<file path="src/hw/tcm_regs.svh">
`ifndef TCM_REGS_SVH
`define TCM_REGS_SVH

// Symbol and trellis geometry
`define TCM_SOFTBITS 4
`define TCM_CODED_BITS 2
`define TCM_STATE_BITS 2
`define TCM_END_STATE_BITS 4

// Register byte offsets
`define TCM_OFF_CTRL 8'h00
`define TCM_OFF_POLY 8'h04
`define TCM_OFF_STATUS 8'h08
`define TCM_OFF_NUMERR 8'h0C

// Control register fields and reset value
`define TCM_CTRL_CONT 0
`define TCM_CTRL_KIND 1
`define TCM_CTRL_RESET 32'h0000_0002

// Polynomial register fields and reset value
`define TCM_POLY_FIRST_LSB 0
`define TCM_POLY_SECOND_LSB 8
`define TCM_POLY_RESET 32'h0000_0507

// Status register fields
`define TCM_STATUS_PHASE_LSB 0
`define TCM_STATUS_LEN_LSB 8

// Bus timing: zero wait states, answer in the access cycle
`define TCM_APB_WAIT 0

`endif

</file>
<file path="src/hw/tcm_pkg.sv">
`include "tcm_regs.svh"

package tcm_pkg;

  // One branch metric, softbits wide
  typedef logic [`TCM_SOFTBITS-1:0] tcm_bm_type;

  // Four branch metrics, bm3 in the top field, no padding
  typedef struct packed {
    tcm_bm_type bm3;
    tcm_bm_type bm2;
    tcm_bm_type bm1;
    tcm_bm_type bm0;
  } tcm_symbol_type;

  // Sequencer phase
  typedef enum logic [1:0] {
    TCM_RUN,
    TCM_TRACE,
    TCM_EMIT
  } tcm_phase_type;

endpackage

</file>
<file path="src/hw/tcm_acs.sv">
`include "tcm_regs.svh"

module tcm_acs #(
  parameter int MW = 12
) (
  // Survivor metrics before this symbol
  input wire logic [3:0][MW-1:0] metric_in,
  // Four branch metrics of this symbol
  input wire tcm_pkg::tcm_symbol_type soft_symbol_in,
  // Generator polynomials, input tap at the MSB
  input wire logic [2:0] poly_first,
  input wire logic [2:0] poly_second,
  // Updated metrics and one survivor choice per state
  output logic [3:0][MW-1:0] metric_out,
  output logic [3:0] decision
);
  localparam int SB = `TCM_SOFTBITS;

  // Branch metrics as an array indexed by the coded pair
  wire [3:0][SB-1:0] bm_arr = soft_symbol_in;
  wire [3:0][MW-1:0] survivor;
  wire [3:0] msb;
  // Clear all MSBs together; differences between states survive
  wire renorm = &msb;

  // Coded pair of one branch, high bit from the first polynomial
  function automatic logic [1:0] code_of(input logic [2:0] taps, input logic [2:0] pf,
                                         input logic [2:0] ps);
    code_of = {^(taps & pf), ^(taps & ps)};
  endfunction

  // Saturating add, so a metric parked at the top cannot wrap to a low value
  function automatic logic [MW-1:0] grow(input logic [MW-1:0] m, input logic [SB-1:0] bm);
    logic [MW:0] sum;
    sum = {1'b0, m} + {{(MW+1-SB){1'b0}}, bm};
    grow = sum[MW] ? {MW{1'b1}} : sum[MW-1:0];
  endfunction

  // One add-compare-select per next state; newest bit enters at the MSB
  genvar ns;
  generate
    for (ns = 0; ns < 4; ns++) begin : g_state
      localparam logic [1:0] NS = 2'(ns);
      localparam logic [1:0] PRED0 = {NS[0], 1'b0};
      localparam logic [1:0] PRED1 = {NS[0], 1'b1};
      // Two predecessors, each branch a pair of parallel paths in one subset
      wire [1:0] idx0 = code_of({NS[1], PRED0}, poly_first, poly_second);
      wire [1:0] idx1 = code_of({NS[1], PRED1}, poly_first, poly_second);
      wire [MW-1:0] cand0 = grow(metric_in[PRED0], bm_arr[idx0]);
      wire [MW-1:0] cand1 = grow(metric_in[PRED1], bm_arr[idx1]);
      // Larger accumulated metric is the more likely path
      assign decision[ns] = cand1 > cand0;
      assign survivor[ns] = decision[ns] ? cand1 : cand0;
      assign msb[ns] = survivor[ns][MW-1];
      assign metric_out[ns] = renorm ? {1'b0, survivor[ns][MW-2:0]} : survivor[ns];
    end
  endgenerate

endmodule

</file>
<file path="src/hw/tcm_trellis_decoder.sv">
// What this block does
// - Trellis mode decodes rate one half only
// - Four states, parallel paths per transition
// - Metric three top field, metric zero bottom
// - Error count meaningless, reads as zero
// - End state is tail bits reversed
// - Parallel variant always starts in state zero
// - Hybrid start state spans all states
// - Hybrid start: chosen state value, others zero
// - Continuous mode keeps metrics across blocks
// - Reset: state zero zero, others maximum
// - End of packet: trace back from end state
// - End state four bits, upper bits ignored
//
// Our own choices: the address map and the APB slave port.
`include "tcm_regs.svh"

module tcm_trellis_decoder #(
  parameter int MW = 12,
  parameter int DEPTH = 64,
  parameter bit HYBRID = 1'b1
) (
  // Clock and reset
  input wire logic pclk,
  input wire logic presetn,
  // APB slave
  input wire logic [7:0] paddr,
  input wire logic psel,
  input wire logic penable,
  input wire logic pwrite,
  input wire logic [31:0] pwdata,
  output logic [31:0] prdata,
  output logic pready,
  output logic pslverr,
  // Symbol input stream
  input wire logic in_valid,
  output logic in_ready,
  input wire logic in_sop,
  input wire logic in_eop,
  input wire tcm_pkg::tcm_symbol_type soft_symbol_in,
  // Per-block state settings
  input wire logic [`TCM_END_STATE_BITS-1:0] traceback_end_state,
  input wire logic [`TCM_END_STATE_BITS-1:0] metric_start_state,
  input wire logic [MW-1:0] metric_start_value,
  // Decoded bit stream
  output logic out_valid,
  input wire logic out_ready,
  output logic out_bit,
  output logic out_eop,
  // Error estimate, constant in this mode
  output logic [7:0] numerr
);
  localparam int PW = $clog2(DEPTH);
  localparam logic [PW-1:0] LAST_SLOT = PW'(DEPTH - 1);
  // Start value for the fixed-start variant, a quarter of the way up the metric range
  localparam logic [MW-1:0] INIT_VALUE = {2'b01, {(MW-2){1'b0}}};
  localparam logic [MW-1:0] METRIC_MAX = {MW{1'b1}};

  // Control and polynomial registers
  logic continuous; // Metrics carry over between blocks
  logic tb_kind; // 1: end state input, 0: best state
  logic [2:0] poly_first; // Tap set for the high coded bit
  logic [2:0] poly_second; // Tap set for the low coded bit

  // Decoder state
  tcm_pkg::tcm_phase_type phase;
  logic [3:0][MW-1:0] metric; // Survivor metrics
  logic [3:0] dec_mem [DEPTH]; // Survivor choices per symbol
  logic [DEPTH-1:0] obuf; // Decoded bits awaiting output
  logic [PW-1:0] fill; // Next free slot
  logic [PW-1:0] last_idx; // Slot of the block's final symbol
  logic [PW-1:0] rptr; // Traceback position
  logic [PW-1:0] optr; // Output position
  logic [1:0] tb_state; // Current traceback state
  logic [1:0] best_state; // Highest metric after this symbol
  logic first_cycle; // Helper for the reset check

  // ACS connections
  wire [3:0][MW-1:0] init_vec;
  wire [3:0][MW-1:0] base_metric;
  wire [3:0][MW-1:0] next_metric;
  wire [3:0] decision;

  // APB decode
  wire apb_setup = psel && !penable;
  wire apb_access = psel && penable;
  wire hit_ctrl = paddr == `TCM_OFF_CTRL;
  wire hit_poly = paddr == `TCM_OFF_POLY;
  wire hit_status = paddr == `TCM_OFF_STATUS;
  wire hit_numerr = paddr == `TCM_OFF_NUMERR;
  wire mapped = hit_ctrl || hit_poly || hit_status || hit_numerr;
  wire apb_wr_ctrl = apb_access && pwrite && hit_ctrl;
  wire apb_wr_poly = apb_access && pwrite && hit_poly;

  // Read words
  wire [31:0] ctrl_word = (32'(tb_kind) << `TCM_CTRL_KIND) | (32'(continuous) << `TCM_CTRL_CONT);
  wire [31:0] poly_word = (32'(poly_second) << `TCM_POLY_SECOND_LSB)
                        | (32'(poly_first) << `TCM_POLY_FIRST_LSB);
  wire [31:0] status_word = (32'(last_idx) << `TCM_STATUS_LEN_LSB)
                          | (32'(phase) << `TCM_STATUS_PHASE_LSB);
  // Error count has no meaning here, so it reads as zero
  wire [31:0] read_word = hit_ctrl ? ctrl_word :
                          hit_poly ? poly_word :
                          hit_status ? status_word : 32'h0000_0000;

  // No wait states; unmapped access gets an error and writes nothing
  assign pready = 1'b1;
  assign pslverr = apb_access && !mapped;
  assign numerr = 8'h00;

  // Stream handshakes
  wire accept = in_valid && in_ready;
  wire [PW-1:0] slot = in_sop ? '0 : fill;
  // A full store ends the block just as an end of packet does
  wire block_end = accept && (in_eop || slot == LAST_SLOT);
  // Only the low state bits matter for four states
  wire [1:0] end_state = traceback_end_state[`TCM_STATE_BITS-1:0];
  wire [3:0] tb_dec = dec_mem[rptr];
  wire [1:0] tb_pred = {tb_state[0], tb_dec[tb_state]};
  wire out_fire = out_valid && out_ready;

  assign in_ready = phase == tcm_pkg::TCM_RUN;
  assign out_valid = phase == tcm_pkg::TCM_EMIT;
  assign out_eop = out_valid && optr == last_idx;
  // Output bit is a select over the flop buffer
  assign out_bit = obuf[optr];

  // Block-start metrics: chosen state gets the value (state zero gets INIT_VALUE without HYBRID), others zero
  genvar s;
  generate
    for (s = 0; s < 4; s++) begin : g_init
      if (HYBRID) begin : g_hyb
        assign init_vec[s] = metric_start_state[`TCM_STATE_BITS-1:0] == 2'(s) ?
                             metric_start_value : '0;
      end else begin : g_par
        assign init_vec[s] = s == 0 ? INIT_VALUE : '0;
      end
    end
  endgenerate

  // Continuous mode never reloads; block mode reloads on start of packet
  assign base_metric = (in_sop && !continuous) ? init_vec : metric;

  // Rate one half trellis update
  tcm_acs #(
    .MW(MW)
  ) u_acs (
    .metric_in(base_metric),
    .soft_symbol_in(soft_symbol_in),
    .poly_first(poly_first),
    .poly_second(poly_second),
    .metric_out(next_metric),
    .decision(decision)
  );

  // Best survivor, used when no end state is known
  always_comb begin
    best_state = 2'h0;
    for (int i = 1; i < 4; i++) begin
      if (next_metric[i] > next_metric[best_state]) begin
        best_state = 2'(i);
      end
    end
  end

  // Register writes
  always_ff @(posedge pclk or negedge presetn) begin
    if (!presetn) begin
      continuous <= 1'(`TCM_CTRL_RESET >> `TCM_CTRL_CONT);
      tb_kind <= 1'(`TCM_CTRL_RESET >> `TCM_CTRL_KIND);
      poly_first <= 3'(`TCM_POLY_RESET >> `TCM_POLY_FIRST_LSB);
      poly_second <= 3'(`TCM_POLY_RESET >> `TCM_POLY_SECOND_LSB);
    end else begin
      if (apb_wr_ctrl) begin
        continuous <= pwdata[`TCM_CTRL_CONT];
        tb_kind <= pwdata[`TCM_CTRL_KIND];
      end
      if (apb_wr_poly) begin
        poly_first <= pwdata[`TCM_POLY_FIRST_LSB +: 3];
        poly_second <= pwdata[`TCM_POLY_SECOND_LSB +: 3];
      end
    end
  end

  // Read data captured in the setup cycle, stable through access
  always_ff @(posedge pclk or negedge presetn) begin
    if (!presetn) begin
      prdata <= 32'h0000_0000;
    end else if (apb_setup) begin
      prdata <= read_word;
    end
  end

  // Metrics: state zero at zero, the rest parked at the top
  always_ff @(posedge pclk or negedge presetn) begin
    if (!presetn) begin
      metric <= {METRIC_MAX, METRIC_MAX, METRIC_MAX, {MW{1'b0}}};
    end else if (accept) begin
      metric <= next_metric;
    end
  end

  // Survivor memory, no reset needed: every slot is written before read
  always_ff @(posedge pclk) begin
    if (accept) begin
      dec_mem[slot] <= decision;
    end
  end

  // Decoded bits land in reverse order during traceback
  always_ff @(posedge pclk or negedge presetn) begin
    if (!presetn) begin
      obuf <= '0;
    end else if (phase == tcm_pkg::TCM_TRACE) begin
      obuf[rptr] <= tb_state[1];
    end
  end

  // Sequencer: run, trace back, emit
  always_ff @(posedge pclk or negedge presetn) begin
    if (!presetn) begin
      phase <= tcm_pkg::TCM_RUN;
      fill <= '0;
      last_idx <= '0;
      rptr <= '0;
      optr <= '0;
      tb_state <= 2'h0;
    end else begin
      unique case (phase)
        tcm_pkg::TCM_RUN: begin
          if (accept) begin
            fill <= slot + PW'(1);
          end
          // Switch to block traceback at end of packet or when the store is full
          if (block_end) begin
            phase <= tcm_pkg::TCM_TRACE;
            last_idx <= slot;
            rptr <= slot;
            tb_state <= tb_kind ? end_state : best_state;
          end
        end
        tcm_pkg::TCM_TRACE: begin
          tb_state <= tb_pred;
          if (rptr == '0) begin
            phase <= tcm_pkg::TCM_EMIT;
            optr <= '0;
          end else begin
            rptr <= rptr - PW'(1);
          end
        end
        tcm_pkg::TCM_EMIT: begin
          if (out_fire) begin
            if (out_eop) begin
              phase <= tcm_pkg::TCM_RUN;
              fill <= '0;
            end else begin
              optr <= optr + PW'(1);
            end
          end
        end
      endcase
    end
  end

  // Marks the first edge after reset release
  always_ff @(posedge pclk or negedge presetn) begin
    if (!presetn) begin
      first_cycle <= 1'b1;
    end else begin
      first_cycle <= 1'b0;
    end
  end
endmodule

</file>
<file path="config.mk">
export PLATFORM = sky130hd
export DESIGN_NAME = tcm_trellis_decoder
export DESIGN_NICKNAME = d
export VERILOG_FILES = /design/src/hw/tcm_pkg.sv /design/src/hw/tcm_acs.sv /design/src/hw/tcm_trellis_decoder.sv
export VERILOG_INCLUDE_DIRS = /design/src /design/src/hw
export SDC_FILE = /design/constraint.sdc
export NUM_CORES = 1
export LEC_CHECK = 0
export BUFFER_PORTS_ARGS = -buffer_cell sky130_fd_sc_hd__buf_4
export CORE_ASPECT_RATIO = 0.75
export CORE_MARGIN = 1.5
export CORE_UTILIZATION = 35
export DETAILED_ROUTE_END_ITERATION = 8
export HOLD_SLACK_MARGIN = 0.12
export PLACE_DENSITY = 0.59
export SKIP_LAST_GASP = 1
export SYNTH_ARGS = -nofsm -noshare
export SYNTH_HDL_FRONTEND = slang
export SYNTH_SLANG_ARGS = --single-unit
</file>
<file path="constraint.sdc">
create_clock -name pclk -period 28.6 [get_ports pclk]
set_clock_uncertainty 0.2 [all_clocks]
set_input_delay 5.72 -clock pclk [delete_from_list [all_inputs] [get_ports pclk]]
set_output_delay 5.72 -clock pclk [all_outputs]
set_load 0.03 [all_outputs]
</file>
Word-level counts from Yosys, hierarchy flattened
Memories as Yosys holds them, arrays and structs flattened.
Cells that the tools add are included.
W data, S select, Z words.
- flip-flop bits (word level): 180
- memory bits (writable): 256
- input bits: 85
- memories kept: 1
- memories (name ; depth ; width ; read ports ; clocked after memory_dff ; wr ports ; line ; text):
    dec_mem ; 64 ; 4 ; 1 ; 0 ; 1 ; tcm_trellis_decoder.sv:68 ; logic [3:0] dec_mem [DEPTH];
- add/sub/neg operators: 11
- order comparisons: 20
- equal/unequal tests: 17
- muxes and demuxes: 74
- bitwise operators: 3
- reductions and logical operators: 47
- operator list (operator ; count):
    $mux W12 ; 22
    $add A12 B4 Y13 ; 8
    $gt A12 B12 Y1 ; 7
    $bwmux W64 ; 1
    $bmux W4 S2 ; 7
    $mux W6 ; 9
    $bmux W12 S2 ; 2
    $mux W48 ; 1
    $mux W14 ; 3
    $reduce_xor A3 Y1 ; 14
    $pmux W6 S2 ; 3
    $mux W4 ; 7
    $lt A2 B3 Y1 const B ; 9
    $eq A8 B4 Y1 const B ; 2
    $mux W2 ; 8
    $reduce_and A4 Y1 ; 4
    $lt A6 B7 Y1 const B ; 2
    $or A14 B2 Y14 ; 1
    $add A6 B1 Y6 const B ; 2
    $logic_and A1 B1 Y1 ; 12
    $or A11 B3 Y11 ; 1
    $ne A2 B1 Y1 const B ; 5
    $eq A8 B3 Y1 const B ; 1
    $logic_not A8 Y1 ; 1
    22 further kinds ; 40

Depth between registers and ports, before layout
Gate-level depths: netlist (run 1).
- depth in word-level cells: 22
- mapped depth: 59
- gate-level depth less buffers: 49

Cells and area by module
Synthesis (run 1) repeated with hierarchy kept, for this count alone.
- cells, all modules: 2208
- area total of the unflattened synthesis: 24632.4 sq um
- modules (own cells, without submodules) (module ; instances ; cells an instance ; area each (sq um) ; sequential area each (sq um)):
    tcm_trellis_decoder ; 1 ; 1535 ; 19570.0 ; 11668.7
    tcm_acs ; 1 ; 673 ; 5062.4 ; 0.0

Worst setup path after synthesis (run 1)
OpenSTA, ideal clock, no wires.
- kind: input -> register
- from: input in_sop
- to: register tb_state[0]
- library setup time: 133 ps
- arrival: 16442 ps
- path slack: 11825 ps
- stages: 56
- cell sequence: buf_2 -> nand2b_2 -> buf_6 -> buf_2 -> buf_2 -> buf_1 -> buf_1 -> clkbuf_1 -> a22o_1 -> ha_1 -> fa_1 -> a21o_1 -> a21oi_1 -> nor2_1 -> nand3_1 -> clkbuf_1 -> nand2b_1 -> ha_1 -> (+20 left out) -> a21o_1 -> a21oi_1 -> o21a_1 -> o21ai_0 -> o21ai_1 -> clkbuf_1 -> nor2_1 -> a311oi_1 -> ha_1 -> nor2b_1 -> o21a_1 -> o21a_1 -> o21ai_0 -> o211ai_1 -> a21oi_1 -> o31ai_1 -> a21oi_1 -> o211ai_1
- longest elaborated chain between the ends: 21
- elaborated cells between the ends (all ways): 50
- classes of those cells: 8 x add/sub; 7 x order compare; 2 x eq/ne; 28 x mux; 5 x reduce/logical
- RTL lines (what ; line ; text):
    start: declaration ; tcm_trellis_decoder.sv:38 ; input wire logic in_sop,
    $logic_and A1 B1 Y1 * ; tcm_trellis_decoder.sv:142 ; assign base_metric = (in_sop && !continuous) ? init_vec : metric;
    $mux W48 * ; tcm_trellis_decoder.sv:142 ;
    $add A12 B4 Y13 ; tcm_acs.sv:35 ; sum = {1'b0, m} + {{(MW+1-SB){1'b0}}, bm};
    $mux W12 ; tcm_acs.sv:36 ; grow = sum[MW] ? {MW{1'b1}} : sum[MW-1:0];
    $gt A12 B12 Y1 * ; tcm_acs.sv:52 ; assign decision[ns] = cand1 > cand0;
    net decision[1] ; tcm_trellis_decoder.sv:82 ; wire [3:0] decision;
    $mux W12 * ; tcm_acs.sv:53 ; assign survivor[ns] = decision[ns] ? cand1 : cand0;
    $reduce_and A4 Y1 ; tcm_acs.sv:24 ; wire renorm = &msb;
    (+6 left out) ; -- ;
    $mux W2 ; tcm_trellis_decoder.sv:160 ; if (next_metric[i] > next_metric[best_state]) begin
    $bmux W12 S2 ; tcm_trellis_decoder.sv:160 ;
    $mux W12 (implied by the code) ; tcm_trellis_decoder.sv:160 ;
    $gt A12 B12 Y1 ; tcm_trellis_decoder.sv:160 ;
    $mux W2 * ; tcm_trellis_decoder.sv:160 ;
    $mux W2 * ; tcm_trellis_decoder.sv:239 ; tb_state <= tb_kind ? end_state : best_state;
    $mux W2 * ; tcm_trellis_decoder.sv:235 ; if (block_end) begin
    $pmux W2 S2 * ; tcm_trellis_decoder.sv:229 ; unique case (phase)
    end signal: assignment ; tcm_trellis_decoder.sv:239 ;
    end signal: assignment ; tcm_trellis_decoder.sv:243 ; tb_state <= tb_pred;
    end: declaration ; tcm_trellis_decoder.sv:74 ; logic [1:0] tb_state;
Mark *: on every way through the listed nets, which the timed path passes. The rest lies on a longest branch. The select of a mux whose other input is x is not followed.
A chain may end at the register's enable or synchronous reset.

Final worst setup path (run 1)
- from: input in_sop
- to: register tb_state[1]
The elaborated chain is that of the path after synthesis.

==> results of run 1 <==
[worst max-delay path, delay by kind of cell]
kind / cells / cell delay [ps]
AND/OR/NAND/NOR: 12 / 2480
buffers and inverters: 8 / 2160
multiplexers: 3 / 1000
adder cells (fa/ha/maj): 6 / 1670
AO/OA/AOI/OAI: 22 / 5220
[layout by cell type (no fill, tap or decap), drive strengths merged, types with 22 or more instances in the layout]
cell type,Yosys,layout
inv,69,72
a21oi,98,98
nor2,203,203
a22o,34,34
dfrtp,115,115
nand3,48,48
ha,120,120
a22oi,59,59
mux4,57,57
conb,2,32
o21ai,120,120
nor3,36,36
edfxtp,256,256
mux2i,42,42
nand2b,24,24
dfstp,42,42
nand2,221,221
xnor2,33,33
buf,63,104
a21o,36,36
nor2b,39,39
mux2,133,133
a221oi,31,31
clkbuf,86,61
a31oi,22,22
xor2,29,29
[layout make-up]
class                   count  area (sq um)
multi-input cells        1678         12620
clock inverters            23         272.8
well taps                 946          1184
diodes                      2         5.005
inverters                  70         262.8
fillers                  6745         42460
repair buffers            104         784.5
clock buffers              61          1259
flip-flops and latches    413         11670
[routing by layer]
layer	track usage [%]	up-vias	part of all wire, %
li1	-	8605	-
met1	33.49	9611	49
met2	28.52	920	40
met3	4.219	91	9.4
met4	4.251	2	1.4
met5	0	-	0.017
[through the flow]
stage / hold WS, ps / cells
finish: 270.6 / 3297
global route: 303.0 / 3295
CTS: 273.3 / 3295
detailed placement: 263.6 / 3211
global placement: 261.9 / 3211
floorplan: 246.7 / 2310
[worst max path at each step]
stage	endpoint	cells past startpoint
final	tb_state[1]	51
after global routing	tb_state[1]	50
after CTS	tb_state[1]	46
after detailed placement	tb_state[1]	50
after global placement	tb_state[1]	46
after floorplan	tb_state[0]	56
[power by group]
| part | switching [mW] | internal (mW) | total (mW) |
|---|---|---|---|
| combinational | 1.25 | 0.684 | 1.93 |
| clock | 0.251 | 0.357 | 0.608 |
| sequential | 0.0597 | 0.828 | 0.888 |
[registers in the layout, summed over array words and instances, names as in the netlist, 6 cells and up]
name and cells:
metric 48, dec_mem 256, fill 6, obuf 64
prdata 9, last_idx 6, optr 6, rptr 6
[kinds of logic (layout without fill, tap and decap cells)]
logic type	count (synthesis)	in the layout	synth area share [%]
mux	232	232	12.74
xor+xnor	62	62	2.161
compound gates	533	533	14.90
simple gates	689	689	13.08
other cells	2	34	0.02989
flops	413	413	46.44
buf+inv	219	258	3.949
fa+ha+maj	130	130	6.693
==> metrics, run 1 <==
hold_sp=metric[21]; Cell Area, Placed=26520 sq um; cell repeated most along the worst path=a21oi_1; top-count cell post-synth=edfxtp_1; Area Overhead vs Synth=11.68%; Detailed Route WL=78700 um; crit-path max FO=68; Clock Path Buffers=3; ys async rst share=38.01%; share of the synthesized area in the top cell type=30.60%; nets@finish=2526; minimum clock period=18010 ps; final instance area=28060 sq um; most frequent cells after synthesis=edfxtp_1 (256), nand2_1 (219), nor2_1 (202); Setup WS pre-CTS=10420 ps; crit share post-route=62.98%; crit end category=register; layout cells sized above 1=19.41%; Die Area=73420 sq um; Inserted Clock Buffers=46; CTS resizes=0; clock sink total=413; Final Setup Violations=0; Rel. slew slack=15.56%; Lkg Pwr=10.79 nW; share of the yosys chip area belonging to registers=46.44%; Post-route DRC=0; Overall Power=3.428 mW; antenna-violating nets left=0; IO buf count=68; Synth cell types=97; Hold Path Stages=2; routability cong.=0.9366; vias in the first global route=18.38k; Post-synth EDFFs=256; Post-CTS Repair Setup Buffers=0; Global Route Usage Sum=20.93%; WL/cell=23.87 um; TritonRoute pass-1 iters=6; GRT Residual Overflow=0; Critical Path AT=18320 ps; initial core utilization=35.63%; worst setup margin=10590 ps; routed vias/inst=5.832; Ports=131; slowest CP cell=a211oi_1; routed vias=19.23k; H-tree depth=2; status=finished clean; RR Startpoint=poly_second[0]; Crit path largest cell delay=660 ps; reg2reg setup slack=15010 ps; Util after Layout=39.79%; initial drt markers=2243; Synth Instances=2280; Core ar.=70520 sq um; WHS Endpoint=metric[21]; final hold viol count=0; Cell Rows=84; area leader, netlist=edfxtp_1; clk_lat worst skew=580 ps; Yosys warning total=0; max-cap violations=0; Syn Area/Cell=11.02 sq um; setup TNS=0 ps; Cell Pwr Density=122.2 nW/um^2; first-pass GRT wire length=117600 um; CP required=28910 ps; Peak Freq=55.52 MHz; # hold bufs at CTS=0; CTS tree=yes; height of the die=235.0 um; Area contributors post-synth=edfxtp_1 (31%), dfrtp_1 (11%), ha_1 (6.0%); reg2reg path depth=47; worst-margin pin slew=1262 ps; initial antenna violation count=1; Synth Cell Area=25120 sq um; maximum VDD drop=136.6 uV; worst hold path type=reg2reg; crit path launch type=input pin; largest net degree at the start of global routing=113; critical path type=in2reg; die width=312.4 um; clock slew at reported path FFs=70 ps; Root Driver=clkbuf_16; #FFs+latches synth=413; Crit. Startpoint=in_sop; dominant synthesized flop cell=edfxtp_1; fin. max-slew vios=0; reg2reg end=tb_state[1]; RSZ-0062 raised after global routing=no; dpl hpwl=56700 um
No activity file was read; power rests on OpenSTA's default activity.
==> run 2, diff against run 1 <==
- ABC_AREA: default -> 1
- PLACE_DENSITY: 0.59 -> 0.6
- clock period: 28.6 -> 15.77 ns (I/O delays scaled with it)
==> run 2 against run 1 <==
Net effect:
- via count rose by 5.8%
- synthesized cell count rose by 24%
- combinational power rose by 38%
- worst hold slack got worse by 3.3 ps
- cell count rose by 16%
- critical endpoint unchanged
- largest cell class is now sequential cells
==> metrics, run 2 <==
critical path type=in2reg; Synth Cell Area=24540 sq um; Lkg Pwr=11.26 nW; CP top delay family=compound AO/OA/AOI/OAI gates; Syn Area/Cell=8.679 sq um; Rel. slew slack=13.34%; Crit path largest cell delay=610 ps; routed vias/inst=5.317; dominant synthesized flop cell=edfxtp_1; share of the yosys chip area belonging to registers=47.54%; Largest register FFs=256; fin. max-slew vios=0; Root Driver=clkbuf_16; Top reg by flops=dec_mem; RR Startpoint=poly_second[0]; status=finished clean; stages on the worst setup path=57; reg2reg path depth=57; GRT Residual Overflow=0; crit path launch type=input pin; Filler cells=7004; IO buf count=68; Global Route Usage Sum=19.91%; die width=308.8 um; Core ar.=68960 sq um; Inserted Clock Buffers=44; Util after Layout=39.72%; Area Overhead vs Synth=11.60%; initial drt markers=2279; initial core utilization=35.59%; Clock Path Buffers=3; crit-path max FO=36; crit share post-route=84.36%; Final Setup Violations=0; Post-CTS Repair Setup Buffers=0; ys async rst share=38.01%; share of the synthesized area in the top cell type=31.32%; Critical Path AT=13520 ps; maximum VDD drop=146.0 uV; Post-route DRC=0; initial antenna violation count=1; most frequent cells in the layout=nand2_1 (576), edfxtp_1 (256), nor2_1 (253); H-tree depth=2; commonest non-fill, non-tap cell in the layout=nand2_1; #FFs+latches synth=413; clock slew at reported path FFs=60 ps; RSZ-0062 raised after global routing=no; Crit. Startpoint=metric_start_state[0]; clock sink total=413; Synth cell types=65; minimum clock period=13300 ps; TritonRoute pass-1 iters=5; antenna-violating nets left=0; dpl hpwl=51570 um; top flop regs=dec_mem x256, obuf x64, metric x48; reg2reg end=tb_state[1]; most frequent cells after synthesis=nand2_1 (577), nor2_1 (259), edfxtp_1 (256); crit end category=register; vias in the first global route=18.04k; setup TNS=0 ps; Die Area=71740 sq um; Detailed Route WL=72850 um; Synth Instances=2828; max-cap violations=0; final hold slack=267.3 ps; Yosys warning total=0; Ports=131; CP required=15980 ps; worst-margin pin slew=1286 ps; worst hold path type=reg2reg; CTS resizes=0; WL/cell=19.04 um; Post-synth EDFFs=256; Cell Pwr Density=192.3 nW/um^2; clk_lat worst skew=580 ps; nets@finish=3069; Cell Rows=83; slowest CP cell=o21ai_2; routability cong.=0.9003; Area contributors post-synth=edfxtp_1 (31%), dfrtp_1 (12%), nand2_1 (8.8%); CTS tree=yes; final hold viol count=0; worst setup margin=2466 ps; Setup WS pre-CTS=2179 ps; worst path bufs/invs=10; # hold bufs at CTS=0; area leader, netlist=edfxtp_1; Worst Setup EP=tb_state[1]; height of the die=232.3 um; reg2reg setup slack=4430 ps; Antenna Cells=0; largest net degree at the start of global routing=99; first-pass GRT wire length=109900 um; cell repeated most along the worst path=nand2_1; layout cells sized above 1=11.17%; Peak Freq=75.17 MHz; top-count cell post-synth=nand2_1; routed vias=20.35k; Hold Path Stages=2
-- run 2: metal layers --
metal / wire length [um] / vias up / track usage (%)
met4: 1102 / 2 / 3.725
met3: 6496 / 79 / 3.623
li1: - / 9868 / -
met1: 36430 / 9586 / 32.09
met5: 8 / - / 0
met2: 28820 / 815 / 27.16
-- run 2: tightest hold or removal path, delay by kind of cell, from the launching register on --
family	cells	cell delay, ps
flops	1	370
simple gates	2	100
-- run 2: how the worst min path moves through the flow --
stage                from    endpoint  slack, ps
2_1_floorplan     obuf[2]     obuf[2]        240
3_3_place_gp      obuf[2]     obuf[2]        260
3_5_place_dp   metric[15]  metric[15]        260
4_1_cts        metric[15]  metric[15]        270
5_1_grt        metric[46]  metric[46]        290
6_report       metric[15]  metric[15]        270
-- run 2: metrics by stage --
| stage | total power [mW] | std cells | instance area [sq um] |
|---|---|---|---|
| floorplan | 3.427 | 2858 | 24660 |
| detailed placement | 4.186 | 3745 | 25910 |
| CTS | 5.257 | 3827 | 27390 |
| global placement | 4.152 | 3745 | 25910 |
| finish | 5.268 | 3827 | 27390 |
| global route | 5.681 | 3827 | 27390 |
-- run 2: area by class of cell --
class / count / area, sq um / share of cell area (%)
repair buffers: 101 / 762.0 / 2.782
well taps: 935 / 1170 / 4.271
clock inverters: 25 / 286.5 / 1.046
clock buffers: 57 / 1191 / 4.348
multi-input cells: 2026 / 11300 / 41.26
flip-flops and latches: 413 / 11670 / 42.60
inverters: 270 / 1013 / 3.700
-- run 2: cells by family (layout without fill, tap and decap cells) --
kind of cell	Yosys count	after routing	share of synthesized area, %
buffers and inverters	419	453	7.167
muxes	4	4	0.1631
other	2	32	0.03060
AOI/OAI and AO/OA	726	726	17.87
xor gates and xnor gates	35	35	1.249
DFF	413	413	47.54
adders and majority gates	128	128	6.770
and+or+nand+nor	1101	1101	19.21
-- run 2: power by group --
group | internal [mW] | switching [mW] | leakage, nW
logic | 0.832 | 1.83 | 6.26
registers | 1.47 | 0.0861 | 4.28
clock network | 0.606 | 0.449 | 0.715
total | 2.91 | 2.36 | 11.3
